### src/design/uft_pkg.sv
package uft_pkg;

    // ==========================================================
    // fifo level counts (16-deep fifos, 0..16)
    localparam int unsigned LVL_W = 5;

    // ==========================================================
    // threshold codes
    localparam logic [1:0] THR_CODE_ONE    = 2'h0;
    localparam logic [1:0] THR_CODE_FOUR   = 2'h1;
    localparam logic [1:0] THR_CODE_EIGHT  = 2'h2;
    localparam logic [1:0] THR_CODE_TWELVE = 2'h3;

    // ==========================================================
    // byte counts per threshold code
    localparam logic [LVL_W-1:0] THR_ONE    = 5'h01;
    localparam logic [LVL_W-1:0] THR_FOUR   = 5'h04;
    localparam logic [LVL_W-1:0] THR_EIGHT  = 5'h08;
    localparam logic [LVL_W-1:0] THR_TWELVE = 5'h0c;

    // ==========================================================
    // reset values and buffer shape
    localparam logic       REQ_RST    = 1'h0;
    localparam logic [7:0] BYTE_RST   = 8'h00;
    localparam logic [1:0] CNT_RST    = 2'h0;
    localparam logic [1:0] BUF_DEPTH  = 2'h2;
    localparam int unsigned BYTE_W    = 8;

endpackage

### src/design/uft_buf_if.sv
`timescale 1ns/1ps
interface uft_buf_if;
    import uft_pkg::*;
    logic              in_valid;
    logic              in_ready;
    logic [BYTE_W-1:0] in_data;
    logic              out_valid;
    logic              out_ready;
    logic [BYTE_W-1:0] out_data;

    modport buffer (input in_valid, in_data, out_ready, output in_ready, out_valid, out_data);
    modport user   (output in_valid, in_data, out_ready, input in_ready, out_valid, out_data);
endinterface

### src/design/uft_top.sv
`timescale 1ns/1ps
module uft_top (
    input  wire logic                       clk_i,
    input  wire logic                       rst_b_i,
    input  wire logic [1:0]                 rx_request_threshold_i,
    input  wire logic [1:0]                 tx_request_threshold_i,
    input  wire logic                       clear_to_send_check_i,
    input  wire logic                       auto_flow_enable_i,
    input  wire logic [uft_pkg::LVL_W-1:0]  rx_level_i,
    input  wire logic [uft_pkg::LVL_W-1:0]  tx_free_i,
    input  wire logic                       cts_b_i,
    input  wire logic                       tx_valid_i,
    input  wire logic [uft_pkg::BYTE_W-1:0] tx_data_i,
    output logic                            tx_ready_o,
    input  wire logic                       tx_shift_ready_i,
    output logic                            tx_start_o,
    output logic [uft_pkg::BYTE_W-1:0]      tx_byte_o,
    output logic                            rx_irq_req_o,
    output logic                            rx_dma_req_o,
    output logic                            tx_irq_req_o,
    output logic                            tx_dma_req_o
);
    import uft_pkg::*;

    // ==========================================================
    // threshold decode, shared by both directions
    function automatic logic [LVL_W-1:0] thr_bytes(input logic [1:0] code);
        unique case (code)
            THR_CODE_ONE:   thr_bytes = THR_ONE;
            THR_CODE_FOUR:  thr_bytes = THR_FOUR;
            THR_CODE_EIGHT: thr_bytes = THR_EIGHT;
            THR_CODE_TWELVE: thr_bytes = THR_TWELVE;
        endcase
    endfunction

    wire rx_met      = rx_level_i >= thr_bytes(rx_request_threshold_i);
    wire tx_met      = tx_free_i >= thr_bytes(tx_request_threshold_i);
    // code 01 is interrupt-only on receive
    wire rx_dma_code = rx_request_threshold_i != THR_CODE_FOUR;
    // only the two large codes may drive transmit dma
    wire tx_dma_code = tx_request_threshold_i[1];

    always_ff @(posedge clk_i or negedge rst_b_i) begin
        if (!rst_b_i) begin
            rx_irq_req_o <= REQ_RST;
            rx_dma_req_o <= REQ_RST;
            tx_irq_req_o <= REQ_RST;
            tx_dma_req_o <= REQ_RST;
        end else begin
            rx_irq_req_o <= rx_met;
            rx_dma_req_o <= rx_met & rx_dma_code;
            tx_irq_req_o <= tx_met;
            tx_dma_req_o <= tx_met & tx_dma_code;
        end
    end

    // ==========================================================
    // clear-to-send synchroniser
    logic cts_meta_b;
    logic cts_sync_b;

    always_ff @(posedge clk_i or negedge rst_b_i) begin
        if (!rst_b_i) begin
            cts_meta_b <= 1'b1;
            cts_sync_b <= 1'b1;
        end else begin
            cts_meta_b <= cts_b_i;
            cts_sync_b <= cts_meta_b;
        end
    end

    // ==========================================================
    // transmit byte path
    uft_buf_if tx_buf ();

    uft_buf u_buf (
        .clk_i   (clk_i),
        .rst_b_i (rst_b_i),
        .bus     (tx_buf.buffer)
    );

    // autoflow owns the handshake when on, so the check bit is dropped
    wire cts_gate = clear_to_send_check_i & ~auto_flow_enable_i;
    wire cts_ok   = ~cts_gate | ~cts_sync_b;
    // one launch per shifter-ready window; the pulse blocks a repeat
    // while the shifter's ready has not yet fallen
    wire launch   = tx_buf.out_valid & tx_shift_ready_i & cts_ok & ~tx_start_o;

    assign tx_buf.in_valid  = tx_valid_i;
    assign tx_buf.in_data   = tx_data_i;
    assign tx_buf.out_ready = launch;
    assign tx_ready_o       = tx_buf.in_ready;

    always_ff @(posedge clk_i or negedge rst_b_i) begin
        if (!rst_b_i) begin
            tx_start_o <= REQ_RST;
            tx_byte_o  <= BYTE_RST;
        end else begin
            tx_start_o <= launch;
            if (launch) begin
                tx_byte_o <= tx_buf.out_data;
            end
        end
    end
endmodule

### src/design/uft_buf.sv
`timescale 1ns/1ps
// two-entry buffer; ready and valid come from flops so the
// feeding fifo sees no combinational path through the gate
module uft_buf (
    input  wire logic  clk_i,
    input  wire logic  rst_b_i,
    uft_buf_if.buffer  bus
);
    import uft_pkg::*;

    logic [BYTE_W-1:0] mem [2];
    logic              wr_ptr;
    logic              rd_ptr;
    logic [1:0]        count;
    logic              in_ready_q;
    logic              out_valid_q;
    wire               push = bus.in_valid & in_ready_q;
    wire               pop  = out_valid_q & bus.out_ready;
    wire  [1:0]        next_count = count + {1'b0, push} - {1'b0, pop};

    assign bus.in_ready  = in_ready_q;
    assign bus.out_valid = out_valid_q;
    assign bus.out_data  = mem[rd_ptr];

    always_ff @(posedge clk_i or negedge rst_b_i) begin
        if (!rst_b_i) begin
            wr_ptr      <= 1'b0;
            rd_ptr      <= 1'b0;
            count       <= CNT_RST;
            in_ready_q  <= 1'b1;
            out_valid_q <= 1'b0;
        end else begin
            wr_ptr      <= wr_ptr ^ push;
            rd_ptr      <= rd_ptr ^ pop;
            count       <= next_count;
            in_ready_q  <= next_count != BUF_DEPTH;
            out_valid_q <= next_count != CNT_RST;
        end
    end

    always_ff @(posedge clk_i) begin
        if (push) begin
            mem[wr_ptr] <= bus.in_data;
        end
    end
endmodule

### config.mk
export PLATFORM = sky130hd
export DESIGN_NAME = uft_top
export DESIGN_NICKNAME = d
export VERILOG_FILES = /design/src/design/uft_pkg.sv /design/src/design/uft_buf_if.sv /design/src/design/uft_top.sv /design/src/design/uft_buf.sv
export SDC_FILE = /design/constraint.sdc
export NUM_CORES = 1
export LEC_CHECK = 0
export ABC_AREA = 1
export BUFFER_PORTS_ARGS = -buffer_cell sky130_fd_sc_hd__buf_2
export CAP_MARGIN = 10
export CORE_MARGIN = 2
export CORE_UTILIZATION = 51
export CTS_CLUSTER_SIZE = 40
export DETAILED_ROUTE_END_ITERATION = 8
export MAX_ROUTING_LAYER = met4
export PLACE_DENSITY = 0.78
export RECOVER_POWER = 100
export REMOVE_ABC_BUFFERS = 1
export SYNTH_ARGS = -nofsm -noshare
export SYNTH_HDL_FRONTEND = slang
export SYNTH_HIERARCHICAL = 1
export SYNTH_SLANG_ARGS = --single-unit
### constraint.sdc
create_clock -name clk_i -period 1.85 [get_ports clk_i]
set_input_delay 0.0925 -clock clk_i [delete_from_list [all_inputs] [get_ports clk_i]]
set_output_delay 0.0925 -clock clk_i [all_outputs]
set_load 0.01 [all_outputs]
==> run_results.csv <==
group,metric,value,unit
status,status,"finished clean",
yosys,ys_warn_count,6,
place,portBuffers,42,
place,place_hpwl,2.000,mm
worst_setup_path,crit_top_cell,"nand2_1",
floorplanning,num_rows,20,
sta,skew,0.006044,ns
power_and_ir_drop,p_switching,860.7,uW
clock_network,clock-sinks,37,
global_route,overflow,0,
route,wl,2.747,mm
final_layout,final_common_cell,"nand2_1",
floorplanning,core,3053,um2
power_and_ir_drop,internal_power,1.590,mW
yosys,ys_seq_area_share,61.65,%
worst_setup_path,path_class,"reg -> reg",
worst_setup_path,cpMaxStageDelayCell,"dfstp_1",
clock_network,insertion_delay,0.34,ns
global_route,antenna_found_initial,0,
place,gp_congestion,0.8194,
floorplanning,start_util,53.65,%
route,dr.pass1.iters,4,
worst_setup_path,cp_max_fo,11,
route,ant_nets,0,
global_route,grt_pass1_wl,4.554,mm
power_and_ir_drop,peakVddDrop,499.1,uV
worst_setup_path,worstPathCellList,"nand3b_2, nand2_4, inv_6, nand2_2, nand2_1, nand2_1, ha_1, inv_1, nand2_1, nand2_1, nand2_2, nand3_1",
global_route,grtUsageTotal,18.22,%
floorplanning,dieArea,3681,um2
final_layout,finalNetCount,261,
job,drv_cap,0,
floorplanning,die_w,60.67,um
final_layout,diodes,0,
power_and_ir_drop,seq_power_share,50.1,%
clock_network,ctsHtreeMaxLevel,2,
clock_network,cts-root-buf,"clkbuf_4",
route,viasPerCell,4.409,
worst_setup_path,critPathLaunchType,"flip-flop",
yosys,ys_ff_latch,37,
final_layout,drive_gt1_share,18.22,%
yosys,postSynthCellCount,164,
clock_network,cts.reportedPaths.clkPinSlew,0.10,ns
clock_network,cts_tree,"yes",
sta,fin_crit,1.667,ns
yosys,netlist_area,1638,um2
clock_network,numCtsBuffers,5,
global_route,grt_pass1_vias,1124,
sta,slew_violations,0,
global_route,grt_max_degree,22,
worst_setup_path,critPathRequiredTime,2.08,ns
yosys,syn_area_per_cell,9.987,um2
power_and_ir_drop,share_comb_of_total_power,32.7,%
final_layout,layout_common_cells,"nand2_1, clkbuf_1, inv_1, buf_2, dfrtp_1",
sta,timing.final.hold_violations,0,
route,routedWlPerCell,10.21,um
sta,fin_tns_setup,0,ns
min_path,min_path_type,"in -> reg",
route,drt_iter0_markers,41,
worst_setup_path,critPathMaxStageDelay,0.53,ns
power_and_ir_drop,p_clk_share,17.3,%
power_and_ir_drop,leakagePower,1.023,nW
sta,relSlewSlack,25.47,%
yosys,synth.distinct_cells,18,
sta,period_share,90.12,%
route,drc_errors,0,
final_layout,area_delta_synth_final,23.53,%
sta,fmax,599.8,MHz
sta,setup_violations,0,
worst_setup_path,crit_path_end_kind,"flip-flop",
route,num_vias,1186,
floorplanning,die_h,60.67,um
clock_network,clock_path_buffers,2,
sta,grt_setup_unrepaired,"false",
sta,tightestPinTransition,1.118,ns
worst_setup_path,cp.arrival,1.90,ns
floorplanning,ios,43,
power_and_ir_drop,cellPowerDensity,1211,nW/um2
power_and_ir_drop,fin_total_pwr,2.451,mW
clock_network,cts_resized,0,
power_and_ir_drop,p_sw_share,35.12,%
[logic make-up after synthesis]
logic type	Yosys count	synth area share [%]
adders and majority gates	8	6.112
buffers and inverters	24	6.417
AOI/OAI and AO/OA	2	0.6112
and+or+nand+nor	92	24.68
xor gates and xnor gates	1	0.5349
DFF	37	61.65
[power groups by stage]
stage               clock network [mW]  registers [mW]  logic (mW)
floorplan                            0            1.28       0.500
global placement                     0            1.25       0.786
detailed placement                   0            1.25       0.812
CTS                              0.434            1.24       0.830
global route                     0.482            1.25       0.925
finish                           0.424            1.23       0.801
[critical path, delay by kind of cell, from the launching register on]
family	cells	cell delay (ns)
flops	1	0.53
buf+inv	2	0.13
simple gates	9	0.74
fa+ha+maj	1	0.17
[through the flow]
| stage | cell area, um2 | std cells | util (%) | setup slack (ns) | hold slack [ns] |
|---|---|---|---|---|---|
| 2_1_floorplan | 1627 | 163 | - | 0.3038 | -0.2031 |
| 3_3_place_gp | 1899 | 250 | 62.21 | 0.2243 | 0.06994 |
| 3_5_place_dp | 1899 | 250 | 62.21 | 0.1791 | 0.07730 |
| 4_1_cts | 2058 | 268 | 67.42 | 0.1597 | 0.003619 |
| 5_1_grt | 2023 | 269 | 66.27 | 0.02823 | 0.01452 |
| 6_report | 2023 | 269 | 66.27 | 0.1828 | 0.01077 |
[timing repair]
| item | in CTS | in global routing |
|---|---|---|
| hold buffers | 10 | 0 |
| setup buffers | 0 | 1 |
| setup endpoints to repair | 0 | 1 |
| hold endpoints to repair | 35 | 0 |
[sequential cells by signal (all words and copies together), names as in the netlist]
signal               cells
tx_dma_req_o             1
u_buf/rd_ptr             1
u_buf/bus.in_ready       1
u_buf/count              2
rx_dma_req_o             1
cts_meta_b               1
u_buf/wr_ptr             1
tx_byte_o                8
tx_irq_req_o             1
u_buf/bus.out_valid      1
tx_start_o               1
rx_irq_req_o             1
u_buf/mem               16
cts_sync_b               1
[final timing paths]
path                                           start                  end  slack, ns  depth (start not counted)
min reg2reg                               cts_meta_b           cts_sync_b       0.37                          0
max reg2reg                               cts_sync_b  u_buf/bus.out_valid       0.18                         12
max in group asynchronous                    rst_b_i         tx_irq_req_o       0.69                          2
min in group asynchronous                    rst_b_i         tx_byte_o[5]       0.49                          2
max                                       cts_sync_b  u_buf/bus.out_valid       0.18                         12
min                        tx_request_threshold_i[1]         tx_dma_req_o       0.01                          3
[synth_stat cells]
cell	count	share of area, %
edfxtp_1	16	29
inv_6	1	0.53
nand2_2	7	2.7
inv_1	20	4.6
nor2_1	7	1.6
xor2_1	1	0.53
dfrtp_1	18	28
buf_6	1	0.69
nand2_4	1	0.69
a21oi_1	2	0.61
nand3b_4	1	1.2
nand3_1	2	0.61
nand2_1	72	17
inv_2	1	0.23
inv_4	1	0.38
ha_1	8	6.1
nor2_4	2	1.4
dfstp_2	3	4.8
[layout make-up]
class                           count  area [um2]
Tap cell                           44       55.05
Sequential cell                    37        1010
Multi-Input combinational cell    103       511.7
Inverter                           23       92.59
Fill cell                         280        1030
Timing Repair Buffer               54       295.3
Clock buffer                        8       58.81
[metal layers]
| layer | track usage [%] | part of all wire [%] |
|---|---|---|
| met5 | - | 0 |
| met4 | 11.18 | 2.0 |
| met3 | 4.051 | 6.3 |
| met2 | 30.26 | 49 |
| met1 | 19.75 | 42 |
(Power assumes the default switching activity.)
